==> src/dcp_pkg.sv <==
// constants and types for the clock-enable power-state block
// What the datasheet requires
// sample cke each edge; act on previous sample, current sample and command
// controller gives only nop or deselect on power-down entry and exit edges
// entry with all banks idle is precharge power-down, else active power-down
// self refresh entered only on cke high-to-low with refresh, all banks idle
// controller gives only nop or deselect on the self refresh exit edge
// after self refresh exit, only nop or deselect until exit-to-non-read time
// after self refresh exit, no read before 200 clocks
// no refresh is performed in either power-down mode
// commands ignored in power-down and self refresh; odt driven when enabled
// termination unavailable throughout self refresh regardless of odt
// controller uses only defined state, cke and command combinations
// no power-down entry while read, write, load mode or precharge runs
// every cke high and low period lasts at least three clocks
// power-down entry only after a read burst completes, earliest next edge
// write auto precharge starts after write recovery; entry one clock later
// write-recovery field in mode bits 9 to 11 is rounded-up clocks
// power-down entry accepted one clock after refresh, activate or precharge
// load mode needs banks precharged; power-down entry only after mode-set time
// clock frequency changes only in precharge power-down, two clocks after cke low
// odt and cke held low during frequency change, frequency within range
// new clock stable before exit; delay-locked loop reset after exit
// termination off during 200-cycle relock after a frequency change
// further mode loads advised after frequency change for latencies
// power-state register, reset to normal, records the four states
package dcp_pkg;

  typedef enum logic [1:0] {
    DCP_NORMAL     = 2'b00,
    DCP_ACTIVE_PD  = 2'b01,
    DCP_PRECHG_PD  = 2'b10,
    DCP_SELF_REF   = 2'b11
  } dcp_state_type;

  // command encoding {cs_n, ras_n, cas_n, we_n}
  localparam logic [3:0] DCP_CMD_NOP     = 4'h7;
  localparam logic [3:0] DCP_CMD_REFRESH = 4'h1;
  localparam logic [3:0] DCP_CMD_ACT     = 4'h3;
  localparam logic [3:0] DCP_CMD_PRE     = 4'h2;
  localparam logic [3:0] DCP_CMD_READ    = 4'h5;
  localparam logic [3:0] DCP_CMD_WRITE   = 4'h4;
  localparam logic [3:0] DCP_CMD_LMODE   = 4'h0;

  localparam int DCP_XSRD_CLOCKS  = 200;
  localparam int DCP_XSNR_CLOCKS  = 200;
  localparam int DCP_RELOCK_CLOCKS = 200;
  localparam int DCP_CKE_MIN_CLOCKS = 3;

endpackage : dcp_pkg

==> src/dcp_cnt.sv <==
// down counter that reports when a loaded interval has elapsed
`timescale 1ns/1ps
`default_nettype none
module dcp_cnt #(
  parameter int WIDTH = 8
) (
  // clock and reset
  input  wire logic             ref_clk_i,
  input  wire logic             sys_rst_i,
  // control
  input  wire logic             load_i,
  input  wire logic [WIDTH-1:0] value_i,
  // status
  output logic                  busy_o
);
  logic [WIDTH-1:0] count;

  assign busy_o = (count != '0);

  always_ff @(posedge ref_clk_i) begin
    if (sys_rst_i) begin
      count <= '0;
    end else if (load_i) begin
      count <= value_i;
    end else if (busy_o) begin
      count <= count - 1'b1;
    end
  end
endmodule : dcp_cnt
`default_nettype wire

==> src/dcp_power_ctrl.sv <==
// clock-enable power-state logic of the memory device
`timescale 1ns/1ps
`default_nettype none
module dcp_power_ctrl
  import dcp_pkg::*;
#(
  parameter int XSRD_CLOCKS   = DCP_XSRD_CLOCKS,
  parameter int XSNR_CLOCKS   = DCP_XSNR_CLOCKS,
  parameter int RELOCK_CLOCKS = DCP_RELOCK_CLOCKS
) (
  // clock and reset
  input  wire logic        ref_clk_i,
  input  wire logic        sys_rst_i,
  // link inputs
  input  wire logic        cke_i,
  input  wire logic        cs_n_i,
  input  wire logic        ras_n_i,
  input  wire logic        cas_n_i,
  input  wire logic        we_n_i,
  input  wire logic        odt_i,
  // core status from the bank and burst logic
  input  wire logic        any_bank_open_i,
  input  wire logic        op_busy_i,
  input  wire logic        clk_changed_i,
  // power state
  output dcp_state_type    power_state_o,
  output logic             cmd_enable_o,
  output logic             refresh_allowed_o,
  output logic             odt_enable_o,
  output logic             read_allowed_o,
  output logic             non_read_allowed_o,
  output logic             dll_reset_needed_o,
  output logic             illegal_o
);
  dcp_state_type state;
  dcp_state_type next_state;
  logic          cke_prev;
  logic          illegal;
  logic          dll_reset_needed;
  logic          relock_pending;

  wire [3:0] cmd      = {cs_n_i, ras_n_i, cas_n_i, we_n_i};
  wire       cmd_idle = cs_n_i | (cmd == DCP_CMD_NOP);
  wire       fall     = cke_prev & ~cke_i;
  wire       rise     = ~cke_prev & cke_i;
  wire       in_pd    = (state == DCP_ACTIVE_PD) || (state == DCP_PRECHG_PD);
  wire       in_sr    = (state == DCP_SELF_REF);
  wire       sr_entry = fall & (cmd == DCP_CMD_REFRESH) & ~any_bank_open_i & ~op_busy_i;
  wire       pd_entry = fall & cmd_idle & ~op_busy_i;
  wire       sr_exit  = in_sr & rise & cmd_idle;
  wire       pd_exit  = in_pd & rise & cmd_idle;
  wire       xsnr_busy;
  wire       xsrd_busy;
  wire       relock_busy;

  // interval timers after self refresh exit and after a frequency change
  dcp_cnt #(.WIDTH(16)) u_xsnr (
    .ref_clk_i (ref_clk_i),
    .sys_rst_i (sys_rst_i),
    .load_i    (sr_exit),
    .value_i   (16'(XSNR_CLOCKS)),
    .busy_o    (xsnr_busy)
  );
  dcp_cnt #(.WIDTH(16)) u_xsrd (
    .ref_clk_i (ref_clk_i),
    .sys_rst_i (sys_rst_i),
    .load_i    (sr_exit),
    .value_i   (16'(XSRD_CLOCKS)),
    .busy_o    (xsrd_busy)
  );
  dcp_cnt #(.WIDTH(16)) u_relock (
    .ref_clk_i (ref_clk_i),
    .sys_rst_i (sys_rst_i),
    .load_i    (relock_pending & cmd_enable_o & (cmd == DCP_CMD_LMODE)),
    .value_i   (16'(RELOCK_CLOCKS)),
    .busy_o    (relock_busy)
  );

  always_comb begin
    next_state = state;
    case (state)
      DCP_NORMAL: begin
        if (sr_entry) begin
          next_state = DCP_SELF_REF;
        end else if (pd_entry) begin
          next_state = any_bank_open_i ? DCP_ACTIVE_PD : DCP_PRECHG_PD;
        end
      end
      DCP_ACTIVE_PD, DCP_PRECHG_PD: begin
        if (pd_exit) begin
          next_state = DCP_NORMAL;
        end
      end
      DCP_SELF_REF: begin
        if (sr_exit) begin
          next_state = DCP_NORMAL;
        end
      end
      default: next_state = DCP_NORMAL;
    endcase
  end

  // combinations outside the defined table are flagged
  wire bad_now = (in_pd | in_sr) ? (rise & ~cmd_idle)
               : (fall & ~sr_entry & ~pd_entry);

  always_ff @(posedge ref_clk_i) begin
    if (sys_rst_i) begin
      state    <= DCP_NORMAL;
      cke_prev <= 1'b1;
      illegal  <= 1'b0;
    end else begin
      state    <= next_state;
      cke_prev <= cke_i;
      illegal  <= bad_now;
    end
  end

  // frequency change in precharge power-down forces a delay-locked loop reset
  always_ff @(posedge ref_clk_i) begin
    if (sys_rst_i) begin
      dll_reset_needed <= 1'b0;
      relock_pending   <= 1'b0;
    end else if ((state == DCP_PRECHG_PD) & clk_changed_i) begin
      dll_reset_needed <= 1'b1;
      relock_pending   <= 1'b1;
    end else if (relock_pending & cmd_enable_o & (cmd == DCP_CMD_LMODE)) begin
      dll_reset_needed <= 1'b0;
      relock_pending   <= 1'b0;
    end
  end

  assign power_state_o      = state;
  assign cmd_enable_o       = (state == DCP_NORMAL) & cke_i & ~xsnr_busy;
  assign refresh_allowed_o  = ~in_pd;
  assign odt_enable_o       = odt_i & ~in_sr & ~relock_busy & ~relock_pending;
  assign read_allowed_o     = cmd_enable_o & ~xsrd_busy;
  assign non_read_allowed_o = cmd_enable_o;
  assign dll_reset_needed_o = dll_reset_needed;
  assign illegal_o          = illegal;
endmodule : dcp_power_ctrl
`default_nettype wire
==> config.mk <==
export PLATFORM = sky130hd
export DESIGN_NAME = dcp_power_ctrl
export DESIGN_NICKNAME = d
export VERILOG_FILES = /design/src/dcp_pkg.sv /design/src/dcp_cnt.sv /design/src/dcp_power_ctrl.sv
export SDC_FILE = /design/constraint.sdc
export NUM_CORES = 1
export LEC_CHECK = 0
export ABC_AREA = 1
export BUFFER_PORTS_ARGS = -buffer_cell sky130_fd_sc_hd__buf_4
export CAP_MARGIN = 5
export CORE_MARGIN = 2
export CORE_UTILIZATION = 59
export CTS_CLUSTER_DIAMETER = 200
export DETAILED_ROUTE_END_ITERATION = 6
export PLACE_DENSITY = 0.81
export SLEW_MARGIN = 20
export SYNTH_ARGS = -nofsm -noshare
export SYNTH_HDL_FRONTEND = slang
export SYNTH_SLANG_ARGS = --single-unit
export TNS_END_PERCENT = 5
==> constraint.sdc <==
create_clock -name ref_clk_i -period 2.3 [get_ports ref_clk_i]
set_input_delay 0.46 -clock ref_clk_i [delete_from_list [all_inputs] [get_ports ref_clk_i]]
set_output_delay 0.46 -clock ref_clk_i [all_outputs]
set_load 0.01 [all_outputs]
After elaboration in Yosys (flattened, before gate mapping)
Cells that the tools add are included.
{ "op_classes": {"n_reduce_logical": 14, "order_cmp": 0, "n_bitwise": 38, "div": 0, "eq_ne": 8, "n_mul": 0, "muxes": 15, "n_shift": 0, "add_sub_neg": 3} }
{ "op_table": {"columns": ["operator", "n"], "rows": [
  ["2-to-1 mux 8 bit", 6],
  ["nonzero test 16 bit", 3],
  ["subtractor 16 x 1 -> 16 bit (second input constant)", 3],
  ["bitwise AND 1 bit", 23],
  ["inverter 1 bit", 13],
  ["2-to-1 mux 2 bit", 5],
  ["nonzero test 2 bit", 4],
  ["one-hot mux 2 bit (3 select lines)", 1],
  ["OR reduction 2 bit", 3],
  ["== test 2 bit (second input constant)", 2],
  ["== test 4 x 1 -> 1 bit (second input constant)", 1],
  ["== test 4 x 3 -> 1 bit (second input constant)", 1],
  ["zero test 4 bit", 1],
  ["2-to-1 mux 1 bit", 3],
  ["!= test 3 bit (second input constant)", 1],
  ["AND reduction 3 bit", 1],
  ["== test 2 x 1 -> 1 bit (second input constant)", 1],
  ["zero test 2 bit", 1],
  ["!= test 2 x 1 -> 1 bit (second input constant)", 1],
  ["!= test 2 bit (second input constant)", 1],
  ["OR 1 bit", 2],
  ["logical OR 1 bit", 1]
]} }
{ "totals": {"rom_bits": 0, "latch_bits": 0, "input_bits": 11, "memories": 0, "ramBits": 0, "ff_bits": 53, "elab_cells": 88} }

Depth between registers and ports, before layout
{ "depth": {"ltp_word": 9, "depth_mapped": 10} }

Modules after synthesis
A second synthesis with hierarchy kept.
{ "unflattened": {"cells_unflattened": 575, "area_unflattened_um2": 3629.7} }
{ "by_module_without_submodules": {"columns": ["mod", "cells_per_inst", "n_inst", "area_per_inst_um2", "seq_area_each_um2"], "rows": [
  ["dcp_cnt", 169, 3, 1062.3, 320.3],
  ["dcp_power_ctrl", 68, 1, 442.9, 100.1]
]} }

Worst setup path before layout
No wires, ideal clock.
{ "synth_path": {"path_kind": "reg-to-output", "start": "register u_xsnr.count[0]", "end": "output non_read_allowed_o", "slack_ns": 0.560, "path_stages_with_launch": 8, "required_time_ns": 1.840, "t_arrival_ns": 1.280, "n_path_buf": 1, "path_cell_list": "dfxtp_1 -> inv_1 -> ha_1 -> nand2_1 -> nor2_4 -> nand2_2 -> nor2_1 -> buf_4"} }
{ "synth_via": {"elab_chain_len": 3} }
{ "synth_lines": {"columns": ["item", "line_no", "rtl"], "rows": [
  ["start, declared", "dcp_cnt.sv:16", "logic [WIDTH-1:0] count;"],
  ["start signal, assigned", "dcp_cnt.sv:24", "count <= value_i;"],
  ["start signal, assigned", "dcp_cnt.sv:26", "count <= count - 1'b1;"],
  ["nonzero test 16 bit", "dcp_cnt.sv:18", "assign busy_o = (count != '0);"],
  ["inverter 1 bit", "dcp_power_ctrl.sv:134", "assign cmd_enable_o = (state == DCP_NORMAL) & cke_i & ~xsnr_busy;"],
  ["bitwise AND 1 bit", "dcp_power_ctrl.sv:134", null],
  ["end, declared", "dcp_power_ctrl.sv:31", "output logic non_read_allowed_o,"]
]} }
Every way passes these cells.

Worst setup path in the final report
{ "layout_path": {"start": "register u_relock.count[0]", "end": "output odt_enable_o"} }
{ "layout_via": {"elab_chain_len": 4} }
{ "layout_lines": {"columns": ["item", "line_no", "rtl"], "rows": [
  ["start, declared", "dcp_cnt.sv:16", null],
  ["start signal, assigned", "dcp_cnt.sv:24", null],
  ["start signal, assigned", "dcp_cnt.sv:26", null],
  ["nonzero test 16 bit", "dcp_cnt.sv:18", null],
  ["inverter 1 bit", "dcp_power_ctrl.sv:136", "assign odt_enable_o = odt_i & ~in_sr & ~relock_busy & ~relock_pending;"],
  ["bitwise AND 1 bit (2 in series)", "dcp_power_ctrl.sv:136", null],
  ["end, declared", "dcp_power_ctrl.sv:29", "output logic odt_enable_o,"]
]} }
Every way passes these cells.

==> flow_summary.toml <==
[synth]
synth_most_common_cell = "nand2_1"
synth_edf_count = 0
avgSynthCellArea_um2 = 6.583
syn_inst = 478
synth_area_leaders = "dfxtp_1 (34%), nand2_1 (15%), nor2_1 (14%)"
synthArstFlopShare_pct = 0
synth_fp_nets = 499
ys_types = 27
yosys-top-cells-count = "nand2_1 (127), nor2_1 (115), dfxtp_1 (53)"
synth_flop_cell = "dfxtp_1"
synthesis.area_um2 = 3147
yosysSeqAreaShare_pct = 33.72
synth_top_cell_by_area = "dfxtp_1"
ys_warn_count = 0
synth.top_cell.area_share_pct = 33.72
synth_seq_cells = 53

[grt]
grt_overflow = 0
grt_pass1_vias = 2549
grt_util_met1_pct = 32.84
grt_usage_pct = 22.95
grt_max_degree = 27
use_met2_pct = 34.47
gr-usage-met3_pct = 5.412
grt_pass1_wl_um = 11120
grt.busiest_layer = "met2"
antenna_found_initial = 0

[clocking]
cts_buffers = 5
postCtsHoldBufs = 0
cts.sinks = 53
post-cts-setup-buffers = 0
cts_resized = 0
clkTransAtPathRegs_ns = 0.09
clk_path_buf_depth = 2
cts.htree.levels = 2
cts_tree = "yes"
root_buffer = "clkbuf_8"
clk_latency_ns = 0.32

[power_and_ir_drop]
vdd_drop_max_mv = 0.9529
pwr-share-comb_pct = 61.9
p_clk_share_pct = 9.7
pwr-share-seq_pct = 28.4
p_int_uw = 2874
switching_power_uw = 2804
sw_frac_of_total_pct = 49.38
power.leakage_uw = 0.001669
powerDensity_nw_per_um2 = 1671

[routing]
avgViaCountPerCell = 4.963
drcViolationCount = 0
post_drt_wl_per_cell_um = 11.04
ant_nets = 0
drt-pass1-iter-count = 4
drt_iter0_markers = 196
wirelength_um = 6260
num_vias = 2814

[worst_setup_path]
crit_arrival_ns = 1.67
slowest_delay_ns = 0.33
cp_num_buf_inv = 2
critPathTopFamily = "simple AND/OR/NAND/NOR gates"
crit_chain = "inv_1 > ha_1 > nand3_1 > nor2_1 > nand2_1 > nor4_2 > buf_4"
worstPathRequired_ns = 1.84
crit_path_start_kind = "register"
path_max_fanout = 5
crit_type = "register to output port"
cp-end-kind = "output port"
cp_slowest_cell = "dfxtp_1"

[place]
hpwl_um = 4730
portBuffers = 19
gp_congestion = 0.9089

[die]
dieArea_um2 = 5934
pin_count = 20
design.core.area_um2 = 5140
die_x_um = 77.03
rows = 26
start_util_pct = 61.22
fp.dieH_um = 77.03

[timing]
hold_ws_ns = 0.3680
hold_viol_final = 0
final-setup-viol-count = 0
rsz0062_at_grt = "false"
fmax_mhz = 468.5
period_needed_ns = 2.134
tightest_slew_ns = 0.5098
drv_slew = 0
slew_headroom_pct = 65.90
fin_setup_tns_ns = 0
fin_skew_ns = 0.009335
period_share_pct = 92.79

[final_layout]
num_antenna_cells = 0
syn2layout_area_growth_pct = 7.952
fillCellCount = 509
layout-drive-gt1-share_pct = 13.08
nets = 517

[outcome]
status = "finished clean"

[flow_run]
maxCapViolCount = 0

[min_path]
hp-class = "input port to register"
==> power groups by stage <==
stage                     logic [uW]  registers [uW]  clock network [uW]
final                           3520            1610                 551
after CTS                       3490            1610                 576
after global placement          3400            1610                   0
after detailed placement        3470            1620                   0
after global routing            4070            1660                 606
after floorplan                 2930            1550                   0
==> path summary, 6_finish.rpt <==
path / startpoint / endpoint / slack (ns) / cells after the start
setup / recovery: u_relock.count[0]$_SDFFE_PP0P_ / odt_enable_o / 0.17 / 7
hold / removal: clk_changed_i / relock_pending$_SDFFE_PP0P_ / 0.37 / 3
setup reg to reg: power_state_o[1]$_SDFFE_PP0P_ / u_xsrd.count[13]$_SDFFE_PP0P_ / 0.73 / 4
hold reg to reg: u_relock.count[1]$_SDFFE_PP0P_ / u_relock.count[1]$_SDFFE_PP0P_ / 0.51 / 2
==> logic make-up (layout without fill, tap and decap cells) <==
| group | count (synthesis) | after routing | share of synthesized area, % |
|---|---|---|---|
| xor+xnor | 28 | 28 | 7.793 |
| compound gates | 24 | 24 | 3.897 |
| flops | 53 | 53 | 33.72 |
| simple gates | 310 | 310 | 42.47 |
| fa+ha+maj | 10 | 10 | 3.976 |
| buf+inv | 53 | 72 | 8.151 |
==> per-layer routing <==
layer,share of wire (%),vias up
met3,5.5,7
met5,0,-
met4,1.2,0
met2,42,64
met1,51,1236
li1,-,1507
==> layout make-up <==
class	instances	area (um^2)	share of cell area (%)
Multi-Input combinational cell	372	1841	54.18
Sequential cell	53	1061	31.23
Tap cell	70	87.58	2.578
Inverter	45	168.9	4.972
Timing Repair Buffer	19	142.6	4.199
Clock inverter	2	13.76	0.4052
Clock buffer	6	82.58	2.431
==> registers in the layout (all words and copies together), names as in the netlist <==
| register | count |
|---|---|
| power_state_o | 2 |
| cke_prev | 1 |
| u_xsnr.count | 16 |
| u_xsrd.count | 16 |
| relock_pending | 1 |
| u_relock.count | 16 |
| illegal_o | 1 |
==> layout by cell type, fill, tap and decap left out, types with 10 or more instances in the layout <==
cell	count
dfxtp_1	53
inv_1	44
nand3_1	22
buf_4	19
xor2_1	14
xnor2_1	14
a21oi_1	15
ha_1	10
nand2_1	127
nor2_1	115
nor2_2	20
==> worst reg2reg max path, stage by stage, from the launching register on <==
cell	delay, ns
dfxtp_1	0.41
ha_1	0.26
nand3_2	0.21
nand2_2	0.45
nor2_1	0.11
==> per-stage QoR <==
step                total power [uW]  setup slack (ns)  utilization (%)  area [um^2]  cells
finish                          5678            0.1658            66.09         3397    567
global route                    6333           0.02709            66.09         3397    567
detailed placement              5093            0.5054            64.00         3289    559
CTS                             5674            0.1253            65.87         3386    567
floorplan                       4486            0.5602                -         3147    478
global placement                5012            0.5455            64.00         3289    559
No activity file was read; power rests on OpenSTA's default activity.
